## config.mk

```make
export PLATFORM = sky130hd
export DESIGN_NAME = quadrature_encoder_counter
export DESIGN_NICKNAME = d
export VERILOG_FILES = /design/src/qenc_pkg.sv /design/src/qenc_sample_divider.sv /design/src/qenc_input_sampler.sv /design/src/quadrature_encoder_counter.sv
export SDC_FILE = /design/constraint.sdc
export NUM_CORES = 1
export LEC_CHECK = 0
export BUFFER_PORTS_ARGS = -buffer_cell sky130_fd_sc_hd__buf_2
export CAP_MARGIN = 20
export CORE_ASPECT_RATIO = 1.75
export CORE_UTILIZATION = 50
export DETAILED_ROUTE_END_ITERATION = 10
export PLACE_DENSITY = 0.67
export SLEW_MARGIN = 20
export SYNTH_ARGS = -nofsm -noshare
export SYNTH_HDL_FRONTEND = slang
export SYNTH_SLANG_ARGS = --single-unit
```

## constraint.sdc

```tcl
create_clock -name REF_CLK -period 10.85 [get_ports REF_CLK]
set_clock_uncertainty 0.1 [all_clocks]
set_input_delay 1.6275 -clock REF_CLK [delete_from_list [all_inputs] [get_ports REF_CLK]]
set_output_delay 1.6275 -clock REF_CLK [all_outputs]
set_load 0.005 [all_outputs]
```

## src/qenc_pkg.sv

```systemverilog
// constants and register map of the quadrature encoder counter
`default_nettype none
package qenc_pkg;

   ////////////////////////////////////////////////////////////////////////////
   // clock
   localparam int CLK_HZ = 250_000_000;

   ////////////////////////////////////////////////////////////////////////////
   // register map (byte addresses, one word each)
   localparam int         ADDR_W       = 5;
   localparam logic [4:0] OFF_CTRL     = 5'h00;
   localparam logic [4:0] OFF_FILTER   = 5'h04;
   localparam logic [4:0] OFF_POSITION = 5'h08;
   localparam logic [4:0] OFF_SPEED    = 5'h0c;
   localparam logic [4:0] OFF_STATUS   = 5'h10;

   // control word fields
   localparam int CTRL_ENABLE_BIT = 0;
   localparam int CTRL_X4_BIT     = 1;
   localparam int CTRL_INVERT_BIT = 2;
   localparam int CTRL_CLEAR_BIT  = 8;
   localparam int CTRL_ARM_BIT    = 9;

   // status word fields
   localparam int STAT_ARMED_BIT  = 0;
   localparam int STAT_LEVEL_LSB  = 1;
   localparam int STAT_ENABLE_BIT = 4;

   // values after reset
   localparam logic       CTRL_ENABLE_RESET = 1'h0;
   localparam logic [9:0] FILT_RESET        = 10'h000;

   // bus answers
   localparam logic [1:0] RESP_OKAY   = 2'h0;
   localparam logic [1:0] RESP_SLVERR = 2'h2;

   ////////////////////////////////////////////////////////////////////////////
   // input filter
   localparam int FILT_W           = 10;
   localparam int FILT_MAX         = 1000;
   localparam int FILT_UNIT_CYCLES = 16;
   localparam int DIV_W            = 14;
   localparam int RATE_LIMIT_HZ    = 25_000;
   localparam int MIN_GAP_CYCLES   = CLK_HZ / RATE_LIMIT_HZ;

   ////////////////////////////////////////////////////////////////////////////
   // speed measurement
   localparam int SPEED_GATE_MS     = 10;
   localparam int SPEED_GATE_CYCLES = (CLK_HZ / 1000) * SPEED_GATE_MS;
   localparam int SPEED_SCALE       = 60_000 / SPEED_GATE_MS;
   localparam int GATE_W            = 22;

endpackage
`default_nettype wire

```

## src/qenc_sample_divider.sv

```systemverilog
// sample enable divider for the phase input filter
`timescale 1ns/10ps
`default_nettype none
module qenc_sample_divider (
   // clock and reset
   input  wire logic                      clk,
   input  wire logic                      rst,
   // filter delay constant
   input  wire logic [qenc_pkg::FILT_W-1:0] filt_delay,
   // one-cycle sample pulse
   output logic                           sample_en
);

   typedef struct packed {
      logic [qenc_pkg::DIV_W-1:0] cnt;
      logic                       pulse;
      logic [qenc_pkg::DIV_W-1:0] gap;
      logic                       seen;
   } div_s;

   div_s                       st_reg;
   div_s                       st_next;
   logic [qenc_pkg::DIV_W-1:0] limit;

   always_comb begin
      st_next = st_reg;
      limit = qenc_pkg::DIV_W'(int'(filt_delay) * qenc_pkg::FILT_UNIT_CYCLES - 1);
      if (filt_delay == '0) begin
         st_next.cnt = '0;
         st_next.pulse = 1'b0;
      end else if (st_reg.cnt >= limit) begin
         st_next.cnt = '0;
         st_next.pulse = 1'b1;
      end else begin
         st_next.cnt = st_reg.cnt + 14'h0001;
         st_next.pulse = 1'b0;
      end
      // gap tracker, read only by the rate check
      if (st_reg.pulse) begin
         st_next.gap = 14'h0001;
      end else if (st_reg.gap != 14'h3fff) begin
         st_next.gap = st_reg.gap + 14'h0001;
      end
      if (int'(filt_delay) != qenc_pkg::FILT_MAX) begin
         st_next.seen = 1'b0;
      end else if (st_reg.pulse) begin
         st_next.seen = 1'b1;
      end
   end

   always_ff @(posedge clk or posedge rst) begin
      if (rst) begin
         st_reg <= '0;
      end else begin
         st_reg <= st_next;
      end
   end

   assign sample_en = st_reg.pulse;
endmodule
`default_nettype wire

```

## src/qenc_input_sampler.sv

```systemverilog
// synchroniser and digital filter for phase and index pins
`timescale 1ns/10ps
`default_nettype none
module qenc_input_sampler (
   // clock and reset
   input  wire logic                        clk,
   input  wire logic                        rst,
   // raw pins: bit0 phase a, bit1 phase b, bit2 index
   input  wire logic [2:0]                  pin_raw,
   // filter control
   input  wire logic                        sample_en,
   input  wire logic [qenc_pkg::FILT_W-1:0] filt_delay,
   // conditioned levels
   output logic [2:0]                       level
);

   typedef struct packed {
      logic [2:0] sync1;
      logic [2:0] sync2;
      logic [2:0] last;
      logic [2:0] level;
   } smp_s;

   smp_s       st_reg;
   smp_s       st_next;
   logic [2:0] agree;

   always_comb begin
      st_next = st_reg;
      st_next.sync1 = pin_raw;
      st_next.sync2 = st_reg.sync1;
      agree = ~(st_reg.sync2 ^ st_reg.last);
      if (filt_delay == '0) begin
         st_next.level = st_reg.sync2;
         st_next.last = st_reg.sync2;
      end else if (sample_en) begin
         // a bit moves only after two equal slow samples
         st_next.level = (st_reg.level & ~agree) | (st_reg.sync2 & agree);
         st_next.last = st_reg.sync2;
      end
   end

   always_ff @(posedge clk or posedge rst) begin
      if (rst) begin
         st_reg <= '0;
      end else begin
         st_reg <= st_next;
      end
   end

   assign level = st_reg.level;
endmodule
`default_nettype wire

```

## src/quadrature_encoder_counter.sv

```systemverilog
// quadrature encoder counter with axi4-lite register slave
//
// Summary of operation
// - two phase pins plus an index pin; counting works with index unused
// - only double and quadruple counting; no single-edge mode exists
// - quadruple mode counts every edge of both phases
// - unfiltered decoding keeps up with 5 MHz edge rates
// - count stays frozen until software sets enable
// - direction invert swaps up and down counting
// - filter delay slows sampling; maximum setting samples below 25 kHz
// - filter delay zero bypasses the filter completely
// - software clear command zeroes the position immediately
// - signed speed in counts per minute is provided
//
// The implementer's own choices: the placing of the registers and the AXI4-Lite interface to the registers.
`timescale 1ns/10ps
`default_nettype none
module quadrature_encoder_counter #(
   parameter int SPEED_GATE_CYCLES = qenc_pkg::SPEED_GATE_CYCLES
) (
   // clock and reset
   input  wire logic                        REF_CLK,
   input  wire logic                        RESET,
   // encoder pins
   input  wire logic                        ENC_A,
   input  wire logic                        ENC_B,
   input  wire logic                        ENC_INDEX,
   // axi4-lite write address
   input  wire logic                        S_AXI_AWVALID,
   output logic                             S_AXI_AWREADY,
   input  wire logic [qenc_pkg::ADDR_W-1:0] S_AXI_AWADDR,
   // axi4-lite write data
   input  wire logic                        S_AXI_WVALID,
   output logic                             S_AXI_WREADY,
   input  wire logic [31:0]                 S_AXI_WDATA,
   input  wire logic [3:0]                  S_AXI_WSTRB,
   // axi4-lite write response
   output logic                             S_AXI_BVALID,
   input  wire logic                        S_AXI_BREADY,
   output logic [1:0]                       S_AXI_BRESP,
   // axi4-lite read address
   input  wire logic                        S_AXI_ARVALID,
   output logic                             S_AXI_ARREADY,
   input  wire logic [qenc_pkg::ADDR_W-1:0] S_AXI_ARADDR,
   // axi4-lite read data
   output logic                             S_AXI_RVALID,
   input  wire logic                        S_AXI_RREADY,
   output logic [31:0]                      S_AXI_RDATA,
   output logic [1:0]                       S_AXI_RRESP
);

   typedef struct packed {
      // bus slave
      logic                        aw_have;
      logic [qenc_pkg::ADDR_W-1:0] aw_addr;
      logic                        w_have;
      logic [31:0]                 w_data;
      logic [3:0]                  w_strb;
      logic                        bvalid;
      logic [1:0]                  bresp;
      logic                        rvalid;
      logic [31:0]                 rdata;
      logic [1:0]                  rresp;
      // control
      logic                        enable;
      logic                        x4;
      logic                        invert;
      logic                        armed;
      logic [qenc_pkg::FILT_W-1:0] filt_delay;
      // decoder
      logic                        a_prev;
      logic                        b_prev;
      logic                        i_prev;
      logic [31:0]                 position;
      // speed
      logic [31:0]                 snap;
      logic [31:0]                 speed;
      logic [qenc_pkg::GATE_W-1:0] gate;
   } top_s;

   localparam logic [qenc_pkg::GATE_W-1:0] GATE_RELOAD = qenc_pkg::GATE_W'(SPEED_GATE_CYCLES - 1);
   localparam logic [2:0] SEL_CTRL   = 3'h0;
   localparam logic [2:0] SEL_FILTER = 3'h1;
   localparam logic [2:0] SEL_POS    = 3'h2;
   localparam logic [2:0] SEL_SPEED  = 3'h3;
   localparam logic [2:0] SEL_STATUS = 3'h4;
   localparam logic [2:0] SEL_NONE   = 3'h7;

   top_s                        st_reg;
   top_s                        st_next;
   logic [2:0]                  lv;
   logic                        sample_en;
   logic                        aw_take;
   logic                        w_take;
   logic                        ar_take;
   logic                        do_write;
   logic [qenc_pkg::ADDR_W-1:0] wr_addr;
   logic [31:0]                 wr_data;
   logic [3:0]                  wr_strb;
   logic [2:0]                  wr_sel;
   logic                        clr_cmd;
   logic                        ctrl_hi_wr;
   logic                        a_chg;
   logic                        b_chg;
   logic                        step;
   logic                        fwd;
   logic                        idx_rise;
   logic                        idx_clear;
   logic [31:0]                 delta;
   logic [9:0]                  filt_new;

   ////////////////////////////////////////////////////////////////////////////
   // address decode, shared by read and write paths
   function automatic logic [2:0] reg_sel(input logic [qenc_pkg::ADDR_W-1:0] addr);
      case (addr)
         qenc_pkg::OFF_CTRL:     reg_sel = SEL_CTRL;
         qenc_pkg::OFF_FILTER:   reg_sel = SEL_FILTER;
         qenc_pkg::OFF_POSITION: reg_sel = SEL_POS;
         qenc_pkg::OFF_SPEED:    reg_sel = SEL_SPEED;
         qenc_pkg::OFF_STATUS:   reg_sel = SEL_STATUS;
         default:                reg_sel = SEL_NONE;
      endcase
   endfunction

   ////////////////////////////////////////////////////////////////////////////
   // input conditioning
   qenc_sample_divider u_div (
      .clk        (REF_CLK),
      .rst        (RESET),
      .filt_delay (st_reg.filt_delay),
      .sample_en  (sample_en)
   );

   // index pin may float unused; it only matters while armed
   qenc_input_sampler u_smp (
      .clk        (REF_CLK),
      .rst        (RESET),
      .pin_raw    ({ENC_INDEX, ENC_B, ENC_A}),
      .sample_en  (sample_en),
      .filt_delay (st_reg.filt_delay),
      .level      (lv)
   );

   ////////////////////////////////////////////////////////////////////////////
   // next state
   always_comb begin
      st_next = st_reg;
      filt_new = 10'h000;

      // bus handshakes
      aw_take = S_AXI_AWVALID && !st_reg.aw_have && !st_reg.bvalid;
      w_take = S_AXI_WVALID && !st_reg.w_have && !st_reg.bvalid;
      ar_take = S_AXI_ARVALID && !st_reg.rvalid;
      wr_addr = st_reg.aw_have ? st_reg.aw_addr : S_AXI_AWADDR;
      wr_data = st_reg.w_have ? st_reg.w_data : S_AXI_WDATA;
      wr_strb = st_reg.w_have ? st_reg.w_strb : S_AXI_WSTRB;
      do_write = (st_reg.aw_have || aw_take) && (st_reg.w_have || w_take);
      wr_sel = reg_sel(wr_addr);
      clr_cmd = do_write && wr_sel == SEL_CTRL && wr_strb[1] && wr_data[qenc_pkg::CTRL_CLEAR_BIT];
      ctrl_hi_wr = do_write && wr_sel == SEL_CTRL && wr_strb[1];

      // decoder: one phase change per cycle is enough for 5 MHz at this clock
      a_chg = lv[0] ^ st_reg.a_prev;
      b_chg = lv[1] ^ st_reg.b_prev;
      if (st_reg.x4) begin
         step = a_chg ^ b_chg;
         fwd = lv[0] ^ st_reg.b_prev;
      end else begin
         step = a_chg && !b_chg;
         fwd = lv[0] ^ lv[1];
      end
      idx_rise = lv[2] && !st_reg.i_prev;
      idx_clear = st_reg.enable && st_reg.armed && idx_rise;
      st_next.a_prev = lv[0];
      st_next.b_prev = lv[1];
      st_next.i_prev = lv[2];

      if (clr_cmd) begin
         st_next.position = 32'h0000_0000;
      end else if (idx_clear) begin
         st_next.position = 32'h0000_0000;
      end else if (st_reg.enable && step) begin
         if (fwd ^ st_reg.invert) begin
            st_next.position = st_reg.position + 32'h0000_0001;
         end else begin
            st_next.position = st_reg.position - 32'h0000_0001;
         end
      end
      if (idx_clear) begin
         st_next.armed = 1'b0;
      end

      // speed over a fixed gate, scaled to counts per minute
      delta = st_reg.position - st_reg.snap;
      if (st_reg.gate == '0) begin
         st_next.gate = GATE_RELOAD;
         st_next.speed = 32'($signed(delta) * qenc_pkg::SPEED_SCALE);
         st_next.snap = st_reg.position;
      end else begin
         st_next.gate = st_reg.gate - 22'h00_0001;
      end
      // a cleared count must not look like a jump in speed
      if (clr_cmd || idx_clear) begin
         st_next.snap = 32'h0000_0000;
      end

      // write path
      if (aw_take) begin
         st_next.aw_have = 1'b1;
         st_next.aw_addr = S_AXI_AWADDR;
      end
      if (w_take) begin
         st_next.w_have = 1'b1;
         st_next.w_data = S_AXI_WDATA;
         st_next.w_strb = S_AXI_WSTRB;
      end
      if (do_write) begin
         st_next.aw_have = 1'b0;
         st_next.w_have = 1'b0;
         st_next.bvalid = 1'b1;
         st_next.bresp = (wr_sel == SEL_NONE) ? qenc_pkg::RESP_SLVERR : qenc_pkg::RESP_OKAY;
         if (wr_sel == SEL_CTRL && wr_strb[0]) begin
            st_next.enable = wr_data[qenc_pkg::CTRL_ENABLE_BIT];
            st_next.x4 = wr_data[qenc_pkg::CTRL_X4_BIT];
            st_next.invert = wr_data[qenc_pkg::CTRL_INVERT_BIT];
         end
         if (ctrl_hi_wr) begin
            // software arming wins over a coincident index
            st_next.armed = wr_data[qenc_pkg::CTRL_ARM_BIT];
         end
         if (wr_sel == SEL_FILTER && wr_strb[1:0] != 2'h0) begin
            filt_new[7:0] = wr_strb[0] ? wr_data[7:0] : st_reg.filt_delay[7:0];
            filt_new[9:8] = wr_strb[1] ? wr_data[9:8] : st_reg.filt_delay[9:8];
            // settings above the maximum are clamped
            if (int'(filt_new) > qenc_pkg::FILT_MAX) begin
               st_next.filt_delay = qenc_pkg::FILT_W'(qenc_pkg::FILT_MAX);
            end else begin
               st_next.filt_delay = filt_new;
            end
         end
      end
      if (st_reg.bvalid && S_AXI_BREADY) begin
         st_next.bvalid = 1'b0;
      end

      // read path
      if (st_reg.rvalid && S_AXI_RREADY) begin
         st_next.rvalid = 1'b0;
      end
      if (ar_take) begin
         st_next.rvalid = 1'b1;
         st_next.rresp = qenc_pkg::RESP_OKAY;
         st_next.rdata = 32'h0000_0000;
         unique case (reg_sel(S_AXI_ARADDR))
            SEL_CTRL: begin
               st_next.rdata[qenc_pkg::CTRL_ENABLE_BIT] = st_reg.enable;
               st_next.rdata[qenc_pkg::CTRL_X4_BIT] = st_reg.x4;
               st_next.rdata[qenc_pkg::CTRL_INVERT_BIT] = st_reg.invert;
               st_next.rdata[qenc_pkg::CTRL_ARM_BIT] = st_reg.armed;
            end
            SEL_FILTER: begin
               st_next.rdata[9:0] = st_reg.filt_delay;
            end
            SEL_POS: begin
               st_next.rdata = st_reg.position;
            end
            SEL_SPEED: begin
               st_next.rdata = st_reg.speed;
            end
            SEL_STATUS: begin
               st_next.rdata[qenc_pkg::STAT_ARMED_BIT] = st_reg.armed;
               st_next.rdata[qenc_pkg::STAT_LEVEL_LSB +: 3] = lv;
               st_next.rdata[qenc_pkg::STAT_ENABLE_BIT] = st_reg.enable;
            end
            SEL_NONE: begin
               st_next.rresp = qenc_pkg::RESP_SLVERR;
            end
            default: begin
               st_next.rresp = qenc_pkg::RESP_SLVERR;
            end
         endcase
      end
   end

   always_ff @(posedge REF_CLK or posedge RESET) begin
      if (RESET) begin
         st_reg <= '0;
      end else begin
         st_reg <= st_next;
      end
   end

   ////////////////////////////////////////////////////////////////////////////
   // outputs
   assign S_AXI_AWREADY = !st_reg.aw_have && !st_reg.bvalid;
   assign S_AXI_WREADY = !st_reg.w_have && !st_reg.bvalid;
   assign S_AXI_BVALID = st_reg.bvalid;
   assign S_AXI_BRESP = st_reg.bresp;
   assign S_AXI_ARREADY = !st_reg.rvalid;
   assign S_AXI_RVALID = st_reg.rvalid;
   assign S_AXI_RDATA = st_reg.rdata;
   assign S_AXI_RRESP = st_reg.rresp;
endmodule
`default_nettype wire

```

==> reports/metrics.cfg <==
[outcome]
status=complete, no violations

[floorplan]
start_util_pct=50.5
die-width_um=141
die_height_um=246
die_area_mm2=0.0348
fp.coreArea_mm2=0.0336
placementRows=89
ios=97

[cells_and_area]
drive_above_1_share_pct=9.51
nets=2212
fin_cells=2379
largest_reg_flops=146
syn_to_final_growth_pct=7.92
antenna_cells=0
fillCellCount=3102
final_util_pct=54.5

[placement]
place_ws_ns=2.17
port_buffers=70
dpl.cell_count=2339
dp_hpwl_um=30700
gp_congestion=0.919

[sta]
slew_headroom_pct=31.0
worst_slew_pin_slew_ns=1.04
fmax_mhz=116
layout_setup_ws_ns=2.20
timing.final.crit_period_ns=8.65
hold_viol=0
rsz0062_at_grt=no
setup_viol=0
slew_viol_final=0
fin_tns_setup_ns=0
period_share_pct=79.7

[cts]
cts_resized=0
cts.sinks=209
clock_path_buffers=3
clockRootBuffer=clkbuf_16
clk_pin_slew_worst_paths_ns=0.07
h-tree-depth=1
cts_buffers=22
cts_tree=yes
clk_latency_ns=0.52
cts_hold_buf=0
postCtsSetupBuffers=0

[yosys]
synth_edf_count=0
async_reset_ff_share_pct=100
synth_top_family_by_area=adder cells
syn-instance-count=1884
synth_simple_gate_area_share_pct=13.6
synth_fa_ha_area_share_pct=22.5
yosysUniqueCellTypes=70
synth_xor_area_share_pct=7.52
synthMuxAreaShare_pct=3.00
yosys_most_used_dff=dfrtp_1
ys_ff_latch=209
syn_area_mm2=0.0170
synth-compound-area-share_pct=14.7
syn_avg_cell_area_um2=9.02
yosys_warnings=0
yosysSeqAreaShare_pct=30.8

[route]
drtAntennaViolNets=0
routed_via_density=5.50
routed_wl_um=40000
dr.pass1.iters=7
drc=0
drt_iter0_drc=533
wire_per_inst_um=16.8
vias=13100

[worst_setup_path]
cp-start-kind=flip-flop
cpPeakStageDelay_ns=0.59
end_kind=flip-flop
cp_slowest_cell=nor2_1
crit_path_max_fanout=8
critPathArrivalTime_ns=8.96
cp.required_ns=11.16
path_class=reg -> reg

[global_route]
grt_max_degree=138
top_usage_layer=met2
grtUsageTotal_pct=23.9
grt_overflow=0
antenna_found_initial=0
grt_pass1_wl_um=66300
use_met1_pct=26.5
use_met3_pct=2.20
grt_pass1_vias=13400
global_route.usage.met2_pct=46.1

[hold_path]
min_path_type=reg -> reg

[flow_run]
drv_cap=0

-- cell usage in the layout, fill, tap and decap left out, types with 71 or more instances in the layout --
cell type	instances
ha_1	151
nand2_1	218
inv_1	228
fa_1	97
o21ai_0	93
a21oi_1	140
xnor2_1	89
buf_2	71
nor2_1	144
dfrtp_1	209
-- layout make-up --
| cell class | instances | area, um^2 | area share [%] |
|---|---|---|---|
| sequential | 209 | 5230 | 28.5 |
| inverter | 229 | 867 | 4.73 |
| tap | 455 | 569 | 3.10 |
| clock inverter | 11 | 81.3 | 0.443 |
| multi-input combinational | 1358 | 10500 | 57.0 |
| timing repair buffer | 88 | 483 | 2.63 |
| clock buffer | 29 | 648 | 3.53 |
-- cell families after synthesis --
group                    after synthesis
AND/OR/NAND/NOR                      518
AO/OA/AOI/OAI                        401
buffers and inverters                318
adder cells (fa/ha/maj)              248
flip-flops                           209
XOR/XNOR                             142
multiplexers                          47
other                                  1
-- critical path: cells and delay by family (launching register included) --
family	cells	cell delay, ns
adder cells (fa/ha/maj)	8	3.53
AO/OA/AOI/OAI	7	1.94
AND/OR/NAND/NOR	4	1.15
buffers and inverters	6	0.57
XOR/XNOR	2	0.53
flip-flops	1	0.47
multiplexers	1	0.26
-- through the flow --
step / hold WS [ns] / cell area (um^2)
6_report: 0.242 / 18300
5_1_grt: 0.258 / 18300
4_1_cts: 0.242 / 18300
3_5_place_dp: 0.235 / 17600
3_3_place_gp: 0.237 / 17600
2_1_floorplan: 0.231 / 17000
-- worst paths after layout --
path	endpoint	cells after the start	slack, ns	from
hold / removal	u_smp.st_reg[8]$_DFF_PP0_	0	0.24	u_smp.st_next[8]$_DFF_PP0_
setup reg to reg	st_reg[53]$_DFFE_PP0P_	28	2.20	st_reg[86]$_DFFE_PP0P_
min in group asynchronous	st_reg[29]$_DFFE_PP0P_	2	1.14	RESET
max in group asynchronous	S_AXI_RDATA[29]$_DFFE_PP0P_	3	7.90	RESET
setup / recovery	st_reg[53]$_DFFE_PP0P_	28	2.20	st_reg[86]$_DFFE_PP0P_
hold reg to reg	u_smp.st_reg[8]$_DFF_PP0_	0	0.24	u_smp.st_next[8]$_DFF_PP0_
-- Yosys cell counts, types with 12 or more instances --
cell type / count / area share (%)
ha_1: 151 / 11
o21bai_1: 13 / 0.57
o21a_1: 12 / 0.53
a21o_1: 35 / 1.5
clkbuf_1: 46 / 1.0
a31oi_1: 12 / 0.44
xnor2_1: 90 / 4.6
dfrtp_1: 209 / 31
a21oi_1: 140 / 4.1
nand2_1: 218 / 4.8
nor3_1: 24 / 0.71
a211oi_1: 13 / 0.57
buf_4: 36 / 1.6
o21ai_0: 93 / 2.7
xor2_1: 49 / 2.5
fa_1: 97 / 11
a221oi_1: 24 / 1.2
nand2b_1: 13 / 0.48
mux2_2: 32 / 2.1
nor2b_1: 20 / 0.74
and3_1: 12 / 0.44
inv_1: 229 / 5.1
mux2i_1: 15 / 0.88
nor2_1: 145 / 3.2
nand3_1: 24 / 0.71
-- metal layers --
metal	up-vias	routed length, um	share of wire (%)
met4	0	1520	3.8
met1	6415	15400	39
li1	6342	-	-
met5	-	0	0
met3	93	1240	3.1
met2	240	21800	55
Power is not shown: default switching activity piles up to over one toggle a cycle in this logic, so the estimate is an artifact.
